`src/hw/fnsc_pkg.sv`:
```
// Package: register map, field layouts, reset values and counts of the
// synthesizer control block. Assumes a 16-bit register port, one clock.
// Function
// - Bypass bit high skips the reference divider, giving ratio one.
// - Divider enabled, three-bit code 010 to 111 selects ratio two to seven.
// - Mode pin low uses bank one, mode pin high uses bank two.
// - Loop locks oscillator to effective divide times reference over R.
// - Integer word is integer part; fractional word is fraction times 16777216.
// - Fractional word: upper field sixteen MSBs, lower field eight LSBs.
// - Pump code 31 gives 120uA; low-range bit cuts it to 30uA.
// - Enabled bandwidth correction replaces programmed pump code; off after reset.
// - Active-filter bit enables op-amp; cleared leaves loop-filter pin high impedance.
// - Keep-alive bit runs oscillator while enable low; otherwise oscillator stops.
// - Config word four holds 4-bit coarse load, default 0100, and fine bit.
// - Config word two holds a four-bit bias code per mixer, default 0100.
// - Half duplex enables only the bank's mixer; full duplex enables both.
// - Enable rising edge starts band search of seven 214-tick steps, 1498 ticks; 0 or 127 fails.
// - Hard reset returns every configuration field and state to defaults.
package fnsc_pkg;
  // Register addresses
  localparam logic [3:0] ADDR_CONFIG_WORD_ONE   = 4'h0;
  localparam logic [3:0] ADDR_CONFIG_WORD_TWO   = 4'h1;
  localparam logic [3:0] ADDR_CONFIG_WORD_FOUR   = 4'h2;
  localparam logic [3:0] ADDR_STATUS = 4'hb;
  localparam int BANK_BASE   = 3;
  localparam int BANK_STRIDE = 4;
  localparam int OFF_INT     = 0;
  localparam int OFF_FUP     = 1;
  localparam int OFF_FLO     = 2;
  localparam int OFF_PUMP    = 3;
  // Reset values
  localparam logic [15:0] CONFIG_WORD_ONE_RESET = 16'h5026;
  localparam logic [15:0] CONFIG_WORD_TWO_RESET = 16'h0044;
  localparam logic [15:0] CONFIG_WORD_FOUR_RESET = 16'h0004;
  localparam logic [9:0]  INT_RESET  = 10'h05c;
  localparam logic [4:0]  PUMP_RESET = 5'h1f;
  // Band search timing in phase-detector ticks
  localparam int BAND_BITS    = 7;
  localparam int SEARCH_TICKS = 1500;
  localparam logic [7:0] STEP_TICKS = 8'(SEARCH_TICKS / BAND_BITS);
  localparam logic [6:0] BAND_FAIL_HI = 7'h7f;
  localparam logic [6:0] BAND_FAIL_LO = 7'h00;
  localparam logic [6:0] BAND_START   = 7'h40;
  localparam logic [2:0] MIN_RATIO    = 3'h2;

  typedef struct packed {
    logic [2:0] refRatio;
    logic       refDivBypass;
    logic [3:0] rsv;
    logic       autoBwCal;
    logic [1:0] bandSearchFactor;
    logic       pumpLowRange;
    logic       oscKeepAlive;
    logic       detectorPolarity;
    logic       activeFilterOn;
    logic       bothMixersOn;
  } fnsc_config_word_one_s;

  typedef struct packed {
    logic [7:0] rsv;
    logic [3:0] mixerTwoBias;
    logic [3:0] mixerOneBias;
  } fnsc_config_word_two_s;

  typedef struct packed {
    logic [10:0] rsv;
    logic        oscLoadFine;
    logic [3:0]  oscLoadCoarse;
  } fnsc_config_word_four_s;

  typedef struct packed {
    logic       busy;
    logic       fail;
    logic       done;
    logic       bankTwo;
    logic       mixOne;
    logic       mixTwo;
    logic [2:0] rsv;
    logic [6:0] result;
  } fnsc_status_s;

  typedef struct packed {
    logic [9:0]  intWord;
    logic [15:0] fracUpper;
    logic [7:0]  fracLower;
    logic [4:0]  pumpCode;
  } fnsc_bank_s;

  typedef enum logic [1:0] {
    SRCH_IDLE = 2'b00,
    SRCH_RUN  = 2'b01,
    SRCH_DONE = 2'b10
  } fnsc_srch_e;

  function automatic logic [3:0] bankAddr(input int b, input int off);
    return 4'(BANK_BASE + b * BANK_STRIDE + off);
  endfunction
endpackage

```
`src/hw/fnsc_ref_div.sv`:
```
// Reference divider: one phase-detector tick every R reference cycles.
// Assumes ratio and bypass come from registers on the same clock.
`timescale 1ns/1ps
`default_nettype none
module fnsc_ref_div (
  // Clock and reset
  input  wire logic       ref_clk,
  input  wire logic       rst_n,
  // Setting
  input  wire logic       bypass,
  input  wire logic [2:0] ratio,
  // Tick out
  output var  logic       pdTick
);
  logic [2:0] cnt;
  logic [2:0] lastCount;

  // Codes below two are not defined, so they run as divide by two
  always_comb
  begin
    if (bypass)
      lastCount = 3'h0;
    else if (ratio < fnsc_pkg::MIN_RATIO)
      lastCount = fnsc_pkg::MIN_RATIO - 3'h1;
    else
      lastCount = ratio - 3'h1;
  end

  // Counter wraps on the last count so a ratio change takes effect at once
  always_ff @(posedge ref_clk)
  begin
    if (!rst_n)
    begin
      cnt    <= 3'h0;
      pdTick <= 1'b0;
    end
    else
    begin
      pdTick <= (cnt >= lastCount);
      cnt    <= (cnt >= lastCount) ? 3'h0 : cnt + 3'h1;
    end
  end
endmodule
`default_nettype wire

```
`src/hw/fnsc_frac_acc.sv`:
```
// Fractional sequence generator: first-order accumulator on the 24-bit word.
// Assumes tick is a one-cycle pulse from the reference divider.
`timescale 1ns/1ps
`default_nettype none
module fnsc_frac_acc (
  // Clock and reset
  input  wire logic        ref_clk,
  input  wire logic        rst_n,
  // Inputs
  input  wire logic        tick,
  input  wire logic [9:0]  intWord,
  input  wire logic [23:0] fracWord,
  // Divider control
  output var  logic [10:0] nCount,
  output var  logic        highModulus
);
  logic [23:0] acc;
  logic [24:0] sum;

  assign sum = {1'b0, acc} + {1'b0, fracWord};

  // Overflow holds the higher modulus for exactly one tick period, R reference cycles
  always_ff @(posedge ref_clk)
  begin
    if (!rst_n)
    begin
      acc         <= 24'h000000;
      highModulus <= 1'b0;
      nCount      <= 11'h000;
    end
    else if (tick)
    begin
      acc         <= sum[23:0];
      highModulus <= sum[24];
      nCount      <= {1'b0, intWord} + {10'h000, sum[24]};
    end
  end
endmodule
`default_nettype wire

```
`src/hw/fnsc_synth_ctrl.sv`:
```
// Top of the synthesizer control block: register file, banks, mode routing,
// band search and pump selection. Assumes pins and analog flags are async.
//
// The plain strobed port and the register addresses are this design's own decisions.
`timescale 1ns/1ps
`default_nettype none
module fnsc_synth_ctrl (
  // Clock and reset
  input  wire logic        ref_clk,
  input  wire logic        rst_n,
  // Register port
  input  wire logic [3:0]  regAddr,
  input  wire logic [15:0] regWdata,
  input  wire logic        regWr,
  input  wire logic        regRd,
  output var  logic [15:0] regRdata,
  // Pins
  input  wire logic        chipEnablePin,
  input  wire logic        modePin,
  // Analog flags
  input  wire logic        vcoFast,
  input  wire logic [4:0]  measuredPumpCode,
  // Divider path
  output var  logic        pdTick,
  output var  logic [10:0] nCount,
  output var  logic        highModulus,
  output var  logic [23:0] fracWord,
  // Pump and filter
  output var  logic [4:0]  pumpCurrentCode,
  output var  logic        pumpLowRange,
  output var  logic        opAmpEnable,
  output var  logic        loopFilterHiZ,
  output var  logic        detectorPolarity,
  output var  logic [1:0]  bandSearchFactor,
  // Oscillator
  output var  logic        oscRun,
  output var  logic        analogEnable,
  output var  logic [3:0]  oscLoadCoarse,
  output var  logic        oscLoadFine,
  // Mixers
  output var  logic [3:0]  mixerOneBias,
  output var  logic [3:0]  mixerTwoBias,
  output var  logic        mixerOneEn,
  output var  logic        mixerTwoEn,
  output var  logic        bankTwoSel,
  // Band search
  output var  logic        bandSearchBusy,
  output var  logic        bandFail,
  output var  logic [6:0]  bandResult
);
  fnsc_pkg::fnsc_config_word_one_s   config_word_one;
  fnsc_pkg::fnsc_config_word_two_s   config_word_two;
  fnsc_pkg::fnsc_config_word_four_s   config_word_four;
  fnsc_pkg::fnsc_status_s status;
  fnsc_pkg::fnsc_bank_s   bank [2];
  fnsc_pkg::fnsc_bank_s   activeBank;
  fnsc_pkg::fnsc_srch_e   srchState;
  logic [7:0]  syncA;
  logic [7:0]  syncB;
  logic        enS;
  logic        modeS;
  logic        vcoFastS;
  logic [4:0]  measS;
  logic        enPrev;
  logic        enRise;
  logic [6:0]  trial;
  logic [6:0]  decided;
  logic [2:0]  stepBit;
  logic [7:0]  stepCnt;
  logic        srchDone;
  logic [10:0] ticksSeen;

  // Two-stage synchroniser; only syncB feeds logic
  always_ff @(posedge ref_clk)
  begin
    if (!rst_n)
    begin
      syncA <= 8'h00;
      syncB <= 8'h00;
    end
    else
    begin
      syncA <= {chipEnablePin, modePin, vcoFast, measuredPumpCode};
      syncB <= syncA;
    end
  end

  assign enS      = syncB[7];
  assign modeS    = syncB[6];
  assign vcoFastS = syncB[5];
  assign measS    = syncB[4:0];

  // Global configuration words
  always_ff @(posedge ref_clk)
  begin
    if (!rst_n)
    begin
      config_word_one <= fnsc_pkg::CONFIG_WORD_ONE_RESET;
      config_word_two <= fnsc_pkg::CONFIG_WORD_TWO_RESET;
      config_word_four <= fnsc_pkg::CONFIG_WORD_FOUR_RESET;
    end
    else if (regWr)
    begin
      if (regAddr == fnsc_pkg::ADDR_CONFIG_WORD_ONE)
        config_word_one <= {regWdata[15:12], 4'h0, regWdata[7:0]}; // Reserved bits stay zero
      else if (regAddr == fnsc_pkg::ADDR_CONFIG_WORD_TWO)
        config_word_two <= {8'h00, regWdata[7:0]};
      else if (regAddr == fnsc_pkg::ADDR_CONFIG_WORD_FOUR)
        config_word_four <= {11'h000, regWdata[4:0]};
    end
  end

  // Two full programming banks with identical layout
  for (genvar b = 0; b < 2; b++)
  begin : gBank
    always_ff @(posedge ref_clk)
    begin
      if (!rst_n)
      begin
        bank[b].intWord   <= fnsc_pkg::INT_RESET;
        bank[b].fracUpper <= 16'h0000;
        bank[b].fracLower <= 8'h00;
        bank[b].pumpCode  <= fnsc_pkg::PUMP_RESET;
      end
      else if (regWr)
      begin
        if (regAddr == fnsc_pkg::bankAddr(b, fnsc_pkg::OFF_INT))
          bank[b].intWord <= regWdata[9:0];
        else if (regAddr == fnsc_pkg::bankAddr(b, fnsc_pkg::OFF_FUP))
          bank[b].fracUpper <= regWdata;
        else if (regAddr == fnsc_pkg::bankAddr(b, fnsc_pkg::OFF_FLO))
          bank[b].fracLower <= regWdata[7:0];
        else if (regAddr == fnsc_pkg::bankAddr(b, fnsc_pkg::OFF_PUMP))
          bank[b].pumpCode <= regWdata[4:0];
      end
    end
  end

  // Mode routing is combinational so a mode change needs no extra cycle
  always_comb
  begin
    bankTwoSel = modeS;
    mixerOneEn = !modeS || config_word_one.bothMixersOn;
    mixerTwoEn = modeS || config_word_one.bothMixersOn;
    activeBank = modeS ? bank[1] : bank[0];
  end

  // Fraction reassembled MSB field first
  assign fracWord = {activeBank.fracUpper, activeBank.fracLower};

  fnsc_ref_div uRefDiv (
    .ref_clk (ref_clk),
    .rst_n   (rst_n),
    .bypass  (config_word_one.refDivBypass),
    .ratio   (config_word_one.refRatio),
    .pdTick  (pdTick)
  );

  fnsc_frac_acc uFrac (
    .ref_clk     (ref_clk),
    .rst_n       (rst_n),
    .tick        (pdTick),
    .intWord     (activeBank.intWord),
    .fracWord    (fracWord),
    .nCount      (nCount),
    .highModulus (highModulus)
  );

  // Pump code: calibration wins only while correction is enabled
  always_ff @(posedge ref_clk)
  begin
    if (!rst_n)
    begin
      pumpCurrentCode <= fnsc_pkg::PUMP_RESET;
      pumpLowRange    <= 1'b0;
    end
    else
    begin
      pumpCurrentCode <= config_word_one.autoBwCal ? measS : activeBank.pumpCode;
      pumpLowRange    <= config_word_one.pumpLowRange;
    end
  end

  // Filter, load and bias controls straight from the words; oscillator run and analog enable also follow the enable pin
  always_comb
  begin
    opAmpEnable      = config_word_one.activeFilterOn;
    loopFilterHiZ    = !config_word_one.activeFilterOn;
    detectorPolarity = config_word_one.detectorPolarity;
    bandSearchFactor = config_word_one.bandSearchFactor;
    oscRun           = enS || config_word_one.oscKeepAlive;
    analogEnable     = enS;
    oscLoadCoarse    = config_word_four.oscLoadCoarse;
    oscLoadFine      = config_word_four.oscLoadFine;
    mixerOneBias     = config_word_two.mixerOneBias;
    mixerTwoBias     = config_word_two.mixerTwoBias;
  end

  // Enable edge detect on the synchronised level
  always_ff @(posedge ref_clk)
  begin
    if (!rst_n)
      enPrev <= 1'b0;
    else
      enPrev <= enS;
  end

  assign enRise = enS && !enPrev;

  // Bit decision of the current trial: a fast VCO keeps the trial bit off
  assign decided = vcoFastS ? (trial & ~(7'h01 << stepBit)) : trial;

  // Successive approximation over seven bits, one step per STEP_TICKS
  // ticks; dropping the enable aborts, since the analog side is off
  always_ff @(posedge ref_clk)
  begin
    if (!rst_n)
    begin
      srchState  <= fnsc_pkg::SRCH_IDLE;
      trial      <= fnsc_pkg::BAND_START;
      stepBit    <= 3'h6;
      stepCnt    <= 8'h00;
      bandResult <= 7'h00;
      bandFail   <= 1'b0;
    end
    else if (enRise)
    begin
      srchState <= fnsc_pkg::SRCH_RUN;
      trial     <= fnsc_pkg::BAND_START;
      stepBit   <= 3'h6;
      stepCnt   <= 8'h00;
      bandFail  <= 1'b0;
    end
    else
    begin
      case (srchState)
        fnsc_pkg::SRCH_RUN:
        begin
          if (!enS)
            srchState <= fnsc_pkg::SRCH_IDLE;
          else if (pdTick && stepCnt == fnsc_pkg::STEP_TICKS - 8'h01)
          begin
            stepCnt <= 8'h00;
            if (stepBit == 3'h0)
            begin
              bandResult <= decided;
              bandFail   <= (decided == fnsc_pkg::BAND_FAIL_LO) ||
                            (decided == fnsc_pkg::BAND_FAIL_HI);
              srchState  <= fnsc_pkg::SRCH_DONE;
            end
            else
            begin
              trial   <= decided | (7'h01 << (stepBit - 3'h1));
              stepBit <= stepBit - 3'h1;
            end
          end
          else if (pdTick)
            stepCnt <= stepCnt + 8'h01;
        end
        fnsc_pkg::SRCH_DONE:
          srchState <= fnsc_pkg::SRCH_DONE;
        default:
          srchState <= fnsc_pkg::SRCH_IDLE;
      endcase
    end
  end

  assign bandSearchBusy = (srchState == fnsc_pkg::SRCH_RUN);
  assign srchDone       = (srchState == fnsc_pkg::SRCH_DONE);

  // Status word shows the block's live state
  always_comb
  begin
    status         = '0;
    status.busy    = bandSearchBusy;
    status.fail    = bandFail;
    status.done    = srchDone;
    status.bankTwo = bankTwoSel;
    status.mixOne  = mixerOneEn;
    status.mixTwo  = mixerTwoEn;
    status.result  = bandResult;
  end

  // Read data valid only in the cycle after the strobe; unmapped reads zero
  always_ff @(posedge ref_clk)
  begin
    if (!rst_n)
      regRdata <= 16'h0000;
    else
    begin
      regRdata <= 16'h0000;
      if (regRd)
      begin
        if (regAddr == fnsc_pkg::ADDR_CONFIG_WORD_ONE)
          regRdata <= config_word_one;
        else if (regAddr == fnsc_pkg::ADDR_CONFIG_WORD_TWO)
          regRdata <= config_word_two;
        else if (regAddr == fnsc_pkg::ADDR_CONFIG_WORD_FOUR)
          regRdata <= config_word_four;
        else if (regAddr == fnsc_pkg::ADDR_STATUS)
          regRdata <= status;
        else
        begin
          for (int b = 0; b < 2; b++)
          begin
            if (regAddr == fnsc_pkg::bankAddr(b, fnsc_pkg::OFF_INT))
              regRdata <= {6'h00, bank[b].intWord};
            else if (regAddr == fnsc_pkg::bankAddr(b, fnsc_pkg::OFF_FUP))
              regRdata <= bank[b].fracUpper;
            else if (regAddr == fnsc_pkg::bankAddr(b, fnsc_pkg::OFF_FLO))
              regRdata <= {8'h00, bank[b].fracLower};
            else if (regAddr == fnsc_pkg::bankAddr(b, fnsc_pkg::OFF_PUMP))
              regRdata <= {11'h000, bank[b].pumpCode};
          end
        end
      end
    end
  end

  // Helper: ticks spent in one search, read only by an assertion
  always_ff @(posedge ref_clk)
  begin
    if (!rst_n || enRise)
      ticksSeen <= 11'h000;
    else if (bandSearchBusy && pdTick)
      ticksSeen <= ticksSeen + 11'h001;
  end
endmodule
`default_nettype wire

```
`config.mk`:
```
export PLATFORM = sky130hd
export DESIGN_NAME = fnsc_synth_ctrl
export DESIGN_NICKNAME = d
export VERILOG_FILES = /design/src/hw/fnsc_pkg.sv /design/src/hw/fnsc_ref_div.sv /design/src/hw/fnsc_frac_acc.sv /design/src/hw/fnsc_synth_ctrl.sv
export SDC_FILE = /design/constraint.sdc
export NUM_CORES = 1
export LEC_CHECK = 0
export BUFFER_PORTS_ARGS = -buffer_cell sky130_fd_sc_hd__buf_4
export CELL_PAD_IN_SITES_DETAIL_PLACEMENT = 1
export CELL_PAD_IN_SITES_GLOBAL_PLACEMENT = 1
export CORE_ASPECT_RATIO = 1.1
export CORE_MARGIN = 3
export CORE_UTILIZATION = 35
export CTS_CLUSTER_DIAMETER = 120
export DETAILED_ROUTE_END_ITERATION = 8
export PLACE_DENSITY = 0.7
export SLEW_MARGIN = 20
export SYNTH_ARGS = -nofsm -noshare
export SYNTH_HDL_FRONTEND = slang
export SYNTH_SLANG_ARGS = --single-unit
export TNS_END_PERCENT = 30
```
`constraint.sdc`:
```
create_clock -name ref_clk -period 5.3 [get_ports ref_clk]
set_clock_uncertainty 0.2 [all_clocks]
set_input_delay 0.53 -clock ref_clk [delete_from_list [all_inputs] [get_ports ref_clk]]
set_output_delay 0.53 -clock ref_clk [all_outputs]
set_load 0.05 [all_outputs]
```
==> qor.yml, run 1 <==
yosys:
  synth_xor_area_share_pct: 2.76
  synth-simple-area-share_pct: 20.2
  syn_avg_cell_area_sq_um: 10.1
  syn-cell-area_sq_mm: 0.0105
  ys_ff_latch: 210
  synth_cell_type_count: 65
  syn_inst: 1039
  synth.area.mux_share_pct: 7.96
  synth_edf_count: 78
  ys_async_sr_fraction_pct: 0
  ys.flop_type: "dfxtp_1"
  synth-seq-area-share_pct: 47.5
  syn_nets: 1112
  synth_top_family_by_area: "simple AND/OR/NAND/NOR gates"
  synth-compound-area-share_pct: 13.7
  synthAdderAreaFrac_pct: 4.96
  yosys_warnings: 0
placed_design:
  place.port_buffers: 122
  place.gp.congestion: 0.879
  hpwl_mm: 24.7
critical_path:
  crit_path_end_kind: "flip-flop"
  cp.required_ps: 5530
  crit_fanout: 24
  cp-start-kind: "flip-flop"
  crit_arrival_ps: 4970
  criticalPathCategory: "reg2reg"
clock_network:
  cts_root_buffer: "clkbuf_16"
  postCtsSetupBuffers: 0
  cts_buffer_depth: 3
  cts_made_buffers: 25
  clk_latency_ps: 540
  cts.sinks: 210
  cts_tree: "done"
  h-tree-depth: 1
  cts.reportedPaths.clkPinSlew_ps: 60
power:
  power.leakage_nw: 4.95
  p_total_mw: 4.40
  ir_drop_mv: 0.210
  p_per_area_mw_per_mm2: 348
grt:
  grt_pass1_wl_mm: 50.9
  first_global_vias: 8506
  antenna_found_initial: 0
  groute.usage.overall_pct: 20.1
  grt_max_degree: 62
  grt_overflow_total: 0
die:
  die-area_sq_mm: 0.0321
  die_x_um: 171
  die_h_um: 188
  initial_core_util_pct: 36.0
  io_pins: 123
  num_rows: 65
  design.core.area_sq_mm: 0.0291
timing:
  rsz0062_at_grt: "no"
  holdWs_ps: 13.4
  setup-violations-final: 0
  finalSetupTns_ps: 0
  tightest_slew_ps: 1040
  timing.final.crit_share_pct: 89.6
  period_needed_ps: 4750
  slew_headroom_pct: 30.7
  slew_violations: 0
  hold_viol: 0
  clock.fmax_mhz: 211
route:
  vias_per_cell: 5.39
  vias: 8296
  drtIter0Drc: 537
  drt_wl_total_mm: 33.2
  routedWlPerCell_um: 21.5
  first_pass_iters: 5
  ant_nets: 0
  drc_errors: 0
hold_path:
  min-delay-path-class: "in2reg"
layout:
  fin_util_pct: 43.5
  regArea_sq_mm: 0.00499
  area_delta_synth_final_pct: 20.7
  nets: 1226
  diodes: 0
  drive_gt1_share_pct: 19.1
  multiInputGateArea_sq_mm: 0.00521
  final.fill_count: 3218
run_status:
  status: "complete, no violations"
job:
  cap_violations: 0
## synthesized netlist by cell type, types with 18 or more instances
master | count | share of area [%]
ha_1 | 40 | 4.8
edfxtp_1 | 78 | 22
nor2b_1 | 38 | 2.3
xor2_1 | 19 | 1.6
clkbuf_1 | 38 | 1.4
mux2i_1 | 44 | 4.2
nor3_1 | 18 | 0.86
mux2_2 | 35 | 3.8
inv_1 | 20 | 0.72
nand2_1 | 97 | 3.5
nand3_1 | 26 | 1.2
dfxtp_1 | 132 | 25
nand2b_1 | 27 | 1.6
and2_1 | 90 | 5.4
a21oi_1 | 44 | 2.1
o21ai_0 | 27 | 1.3
nor2_1 | 48 | 1.7
## worst max-delay path, cell delays in order, from the launching register on
cell and delay [ps]:
dfxtp_2 460, buf_4 360, mux2_2 410, ha_1 270, a2111oi_0 490, o21ai_1 260, a31oi_4 280, o211ai_1 190
a31o_1 240, a21oi_1 210, inv_1 150, ha_1 240, ha_1 210, nand3b_1 120, nor3_1 90, nand4_1 170
o32ai_1 90, and2_1 190
## report_power, final
| part | switching [mW] | internal, mW | leakage (nW) |
|---|---|---|---|
| combinational | 0.500 | 0.302 | 2.71 |
| sequential | 0.0636 | 1.77 | 1.83 |
| clock | 0.693 | 1.07 | 0.408 |
## state kept, by name (all words and copies together), names as in the netlist, 5 cells and up
name / flops
trial: 7
uFrac.nCount: 11
stepCnt: 8
regRdata: 16
uFrac.acc: 24
bank: 78
bandResult: 7
config_word_one: 8
pumpCurrentCode: 5
syncA: 8
syncB: 8
## placed cells by master (no fill, tap or decap), types with 13 or more instances in the layout
cell	instances
buf_4	136
dfxtp_1	130
nand2_1	97
and2_1	90
edfxtp_1	78
nor2_1	48
a21oi_1	44
mux2i_1	44
ha_1	40
nor2b_1	38
mux2_2	35
nand2b_1	27
o21ai_0	26
nand3_1	26
clkbuf_16	25
inv_1	20
xor2_1	19
nor3_1	17
a21boi_0	15
nand3b_1	14
xnor2_1	14
a31oi_1	13
## worst paths after layout
check	from	endpoint	slack, ps	cells after the start
worst max-delay path	syncB[6]	uFrac.nCount[10]	550	17
worst min-delay path	modePin	syncA[6]	10	2
worst max register to register	syncB[6]	uFrac.nCount[10]	550	17
worst min register to register	syncA[0]	syncB[0]	230	1
## metrics by stage
stage / cells / worst slack (ps) / instance area (sq um)
after CTS: 1540 / 544 / 12700
final: 1540 / 552 / 12700
after floorplan: 1039 / 150 / 10500
after global routing: 1540 / 341 / 12700
after global placement: 1487 / 850 / 11800
after detailed placement: 1487 / 548 / 11800
## final cells by class
| class | instances | area share (%) |
|---|---|---|
| inverter | 20 | 0.593 |
| clock buffer | 38 | 5.64 |
| sequential | 210 | 39.4 |
| clock inverter | 8 | 0.958 |
| multi-input combinational | 753 | 41.2 |
| tap | 368 | 3.64 |
| timing repair buffer | 143 | 8.62 |
## per-layer routing
layer	wire [um]	GRT usage (%)
met1	14800	27.2
met2	16100	34.0
met3	1680	3.31
met4	510	4.21
met5	0	0
## kinds of logic after synthesis
family,count (synthesis)
buffers and inverters,76
adder cells (fa/ha/maj),41
multiplexers,79
AND/OR/NAND/NOR,395
XOR/XNOR,33
AO/OA/AOI/OAI,205
flip-flops,210
## timing repair
item	4_1_cts	5_1_grt
gates resized for setup	0	0
hold buffers	7	0
hold endpoints to repair	7	0
endpoints found under the setup margin	0	0
Note: power is estimated with default switching activity, not from simulation.
==> inputs of run 2 (changes only) <==
==> constraint.sdc (replaced) <==
create_clock -name ref_clk -period 5.68 [get_ports ref_clk]
set_clock_uncertainty 0.2 [all_clocks]
set_input_delay 0.568 -clock ref_clk [delete_from_list [all_inputs] [get_ports ref_clk]]
set_output_delay 0.568 -clock ref_clk [all_outputs]
set_load 0.05 [all_outputs]
==> qor.yml, run 2 (synthesis gave the netlist of run 1 again) <==
timing:
  rsz0062_at_grt: "no"
  setup-violations-final: 0
  fin_ws_ps: 990
  period_needed_ps: 4690
  slew_headroom_pct: 28.6
  hold_viol: 0
  clock.fmax_mhz: 213
  tightest_slew_ps: 1070
  timing.final.crit_share_pct: 82.6
  finalSetupTns_ps: 0
  slew_violations: 0
clock_network:
  cts_made_buffers: 24
  h-tree-depth: 1
  clk_latency_ps: 530
  cts_resized: 0
  cts_root_buffer: "clkbuf_16"
  cts.sinks: 210
  cts_hold_buffers: 0
  postCtsSetupBuffers: 0
  cts_tree: "done"
  cts_buffer_depth: 3
  cts.reportedPaths.clkPinSlew_ps: 60
layout:
  layout_commonest_cell: "buf_4"
  final.fill_count: 3266
  nets: 1217
  diodes: 0
  drive_gt1_share_pct: 19.4
  multiInputGateArea_sq_mm: 0.00521
  fin_cells: 1530
  max_flop_register: "bank"
  reg_top3: "bank: 78 flops, uFrac.acc: 24 flops, regRdata: 16 flops"
  largest_reg_flops: 78
  fin_util_pct: 43.0
  regArea_sq_mm: 0.00499
  area_delta_synth_final_pct: 19.4
  mostFrequentLayoutCells: "135 x buf_4, 130 x dfxtp_1, 97 x nand2_1, 90 x and2_1, 78 x edfxtp_1"
power:
  power.leakage_nw: 4.89
  ir_drop_mv: 0.176
  p_per_area_mw_per_mm2: 317
  p_total_mw: 3.98
die:
  io_pins: 123
  die_x_um: 171
  die_h_um: 188
  initial_core_util_pct: 36.0
  die-area_sq_mm: 0.0321
  design.core.area_sq_mm: 0.0291
  num_rows: 65
route:
  vias_per_cell: 5.47
  met3WireLength_mm: 1.74
  wl_met2_mm: 16.2
  drt_wl_total_mm: 33.2
  ant_nets: 0
  drtIter0Drc: 683
  routedWlPerCell_um: 21.7
  first_pass_iters: 7
  wl_met1_mm: 14.5
  vias: 8364
  drc_errors: 0
  highest_layer: "met4"
critical_path:
  crit_arrival_ps: 4910
  cp-start-kind: "flip-flop"
  cp.required_ps: 5900
  reg2regPathDepth: 17
  criticalPathCategory: "reg2reg"
  crit_fanout: 27
  crit_path_end_kind: "flip-flop"
grt:
  first_global_vias: 8743
  grt_overflow_total: 0
  grt_pass1_wl_mm: 51.1
  antenna_found_initial: 0
  grt_max_degree: 74
  groute.usage.overall_pct: 20.3
placed_design:
  place.port_buffers: 122
  place_inst: 1486
  pre_cts_slack_ps: 1000
  hpwl_mm: 24.6
  place.gp.congestion: 0.909
hold_path:
  holdPathStages: 2
  min-delay-path-class: "in2reg"
job:
  cap_violations: 0
run_status:
  status: "complete, no violations"
==> run 2: final cells by class <==
type                       count  area share, %
clock buffer                  33           5.73
tap                          368           3.68
sequential                   210           39.8
multi-input combinational    753           41.6
clock inverter                11          0.469
timing repair buffer         135           8.09
inverter                      20          0.599
==> run 2: final timing paths <==
path / startpoint / endpoint / slack [ps]
setup reg to reg: syncB[6] / uFrac.nCount[10] / 990
hold reg to reg: syncA[7] / syncB[7] / 230
setup / recovery: syncB[6] / uFrac.nCount[10] / 990
hold / removal: chipEnablePin / syncA[7] / 50
==> run 2: worst max-delay path, cell delays in order, from the launching register on <==
cell,delay [ps]
dfxtp_2,430
buf_4,370
mux2_2,400
ha_1,370
a2111oi_0,440
o21ai_1,260
a31oi_4,260
o211ai_1,180
a31o_1,240
a21oi_1,230
inv_1,130
ha_1,230
ha_1,200
nand3b_1,120
nor3_1,90
nand4_1,160
o32ai_1,90
and2_1,190
==> run 2: layer usage <==
layer / vias to the layer above / global-route usage [%]
li1: 3936 / -
met1: 4153 / 26.5
met2: 227 / 35.0
met3: 48 / 3.35
met4: 0 / 4.89
met5: - / 0
==> run 2: where the power goes <==
part | total (mW) | switching (mW) | internal, mW
sequential | 1.71 | 0.0597 | 1.65
clock | 1.52 | 0.639 | 0.884
combinational | 0.742 | 0.464 | 0.278
==> run 2: metrics by stage <==
step	hold slack (ps)	instance area, sq um
after floorplan	212	10500
after global placement	217	11700
after detailed placement	224	11700
after CTS	32.1	12500
after global routing	38.9	12500
final	46.1	12500
==> inputs of run 3 (changes only) <==
--- a/config.mk
+++ b/config.mk
@@ -13,7 +13,7 @@
 export CORE_UTILIZATION = 35
 export CTS_CLUSTER_DIAMETER = 120
 export DETAILED_ROUTE_END_ITERATION = 8
-export PLACE_DENSITY = 0.7
+export PLACE_DENSITY = 0.72
 export SLEW_MARGIN = 20
 export SYNTH_ARGS = -nofsm -noshare
 export SYNTH_HDL_FRONTEND = slang
==> constraint.sdc (replaced) <==
create_clock -name ref_clk -period 4.05 [get_ports ref_clk]
set_clock_uncertainty 0.2 [all_clocks]
set_input_delay 0.405 -clock ref_clk [delete_from_list [all_inputs] [get_ports ref_clk]]
set_output_delay 0.405 -clock ref_clk [all_outputs]
set_load 0.05 [all_outputs]
==> qor.yml, run 3 (synthesis gave the netlist of run 1 again) <==
timing:
  timing.final.crit_share_pct: 95.3
  rsz0062_at_grt: "yes"
  hold_viol: 0
  setup-violations-final: 0
  holdWs_ps: 19.2
  tightest_slew_ps: 1030
  slew_violations: 0
  clock.fmax_mhz: 259
  slew_headroom_pct: 30.5
  period_needed_ps: 3860
grt:
  grt_overflow_total: 0
  groute.usage.overall_pct: 20.5
  antenna_found_initial: 0
  grt_max_degree: 66
  grt_pass1_wl_mm: 51.9
  first_global_vias: 9019
clock_network:
  clk_latency_ps: 540
  h-tree-depth: 1
  cts.reportedPaths.clkPinSlew_ps: 60
  cts.sinks: 210
  cts_made_buffers: 25
  cts_tree: "done"
  cts_root_buffer: "clkbuf_16"
  cts_buffer_depth: 3
route:
  drc_errors: 0
  vias_per_cell: 5.43
  ant_nets: 0
  drt_wl_total_mm: 33.4
  routedWlPerCell_um: 21.2
  vias: 8526
  first_pass_iters: 9
  drtIter0Drc: 633
power:
  seq_power_share_pct: 41.0
  ir_drop_mv: 0.215
  p_per_area_mw_per_mm2: 447
  p_int_mw: 4.19
  pwr-share-comb_pct: 19.4
  power.leakage_nw: 5.12
  power_frac_clock_pct: 39.6
  switching_share_pct: 28.5
  p_sw_mw: 1.67
  p_total_mw: 5.86
layout:
  reg_top3: "bank: 78 flops, uFrac.acc: 24 flops, regRdata: 16 flops"
  mostFrequentLayoutCells: "153 x buf_4, 130 x dfxtp_1, 96 x nand2_1, 90 x and2_1, 78 x edfxtp_1"
  max_flop_register: "bank"
  area_delta_synth_final_pct: 24.9
  drive_gt1_share_pct: 21.4
  fin_cells: 1571
  diodes: 0
  nets: 1257
  layout_commonest_cell: "buf_4"
  final.fill_count: 3194
  largest_reg_flops: 78
critical_path:
  crit_path_end_kind: "flip-flop"
  crit_fanout: 8
  cp-start-kind: "flip-flop"
  crit_arrival_ps: 4090
  r2r_slack_ps: 190
  reg2reg_from: "syncB[6]"
  cpMostUsedCell: "ha_4"
  criticalPathCategory: "reg2reg"
  cp_num_buf_inv: 2
  crit_path_end: "uFrac.nCount[10]"
  crit_path_start: "syncB[6]"
  cpLargestDelayFamily: "compound AO/OA/AOI/OAI gates"
  slowest_stage: "dfxtp_4"
  cp.required_ps: 4280
  r2r-end: "uFrac.nCount[10]"
  cp_slowest_stage_delay_ps: 410
  path_depth: 17
  crit_chain: "buf_4, mux2_4, ha_4, and3_1, a221o_1, a31oi_4, o211ai_1, a31o_1, a21oi_2, inv_2, ha_2, ha_4, nand3b_1, nor3_2, nand4_1, o32ai_1, and2_1"
  reg2regPathDepth: 17
job:
  cap_violations: 0
die:
  die_x_um: 171
  num_rows: 65
  die_h_um: 188
  die-area_sq_mm: 0.0321
  design.core.area_sq_mm: 0.0291
  io_pins: 123
  initial_core_util_pct: 36.0
placed_design:
  place_inst: 1497
  place.port_buffers: 122
  hpwl_mm: 24.6
  place.gp.congestion: 0.893
hold_path:
  min-delay-path-class: "in2reg"
run_status:
  status: "complete, no violations"
-- run 3: changes by cell type in the layout (fill, tap and decap cells not counted), sizes merged --
cell / before / now
clkinv: 9 / 3
clkinvlp: 2 / 1
buf: 135 / 154
bufinv: 0 / 3
clkbuf: 33 / 38
inv: 20 / 21
dlygate4sd3: 0 / 20
-- run 3: area by class of cell --
class,count,area [sq um],share of cell area (%)
sequential,210,4990,38.1
clock inverter,8,123,0.936
tap,368,460,3.51
inverter,20,75.1,0.573
clock buffer,38,719,5.49
timing repair buffer,174,1360,10.4
multi-input combinational,753,5380,41.0
-- run 3: what timing repair did --
item	4_1_cts	5_1_grt
setup buffers	5	3
gates resized for setup	0	12
hold endpoints to repair	34	0
hold buffers	20	0
endpoints found under the setup margin	1	7
pin swaps	0	7
-- run 3: worst min-delay path: stages --
cell     delay, ps
buf_4          170
mux2i_1         90
nand2_1         50
-- run 3: layer usage --
metal	part of all wire, %	global-route usage, %	routed length (um)	up-vias
met5	0	0	0	-
met4	3.0	6.22	1010	0
met3	5.6	3.63	1870	68
met2	48	34.2	15900	264
met1	44	27.0	14600	4170
li1	-	-	-	4024
-- run 3: worst min path at each step --
stage,startpoint,end,depth (start not counted)
6_report,regWdata[2],oscLoadCoarse[2],3
5_1_grt,regWdata[3],config_word_one[3],3
4_1_cts,regWdata[3],config_word_one[3],3
3_5_place_dp,syncA[1],syncB[1],1
3_3_place_gp,syncA[7],syncB[7],1
2_1_floorplan,syncA[6],syncB[6],1
-- run 3: per-stage QoR --
stage          cell area (sq um)  setup TNS, ps  utilization (%)  worst slack [ps]
2_1_floorplan              10600           -208                -             -53.7
3_3_place_gp               11900              0             41.0               111
3_5_place_dp               11900          -20.3             41.0             -20.3
4_1_cts                    13000              0             44.7              53.6
5_1_grt                    13100          -16.9             45.0             -15.2
6_report                   13100              0             45.0               190
-- run 3: power by group through the flow --
stage | Clock, mW | Sequential, mW | Combinational [mW]
6_report | 2.32 | 2.40 | 1.14
5_1_grt | 2.44 | 2.42 | 1.24
4_1_cts | 2.36 | 2.40 | 1.11
3_5_place_dp | 0 | 2.44 | 1.08
3_3_place_gp | 0 | 2.44 | 1.06
2_1_floorplan | 0 | 2.48 | 0.708
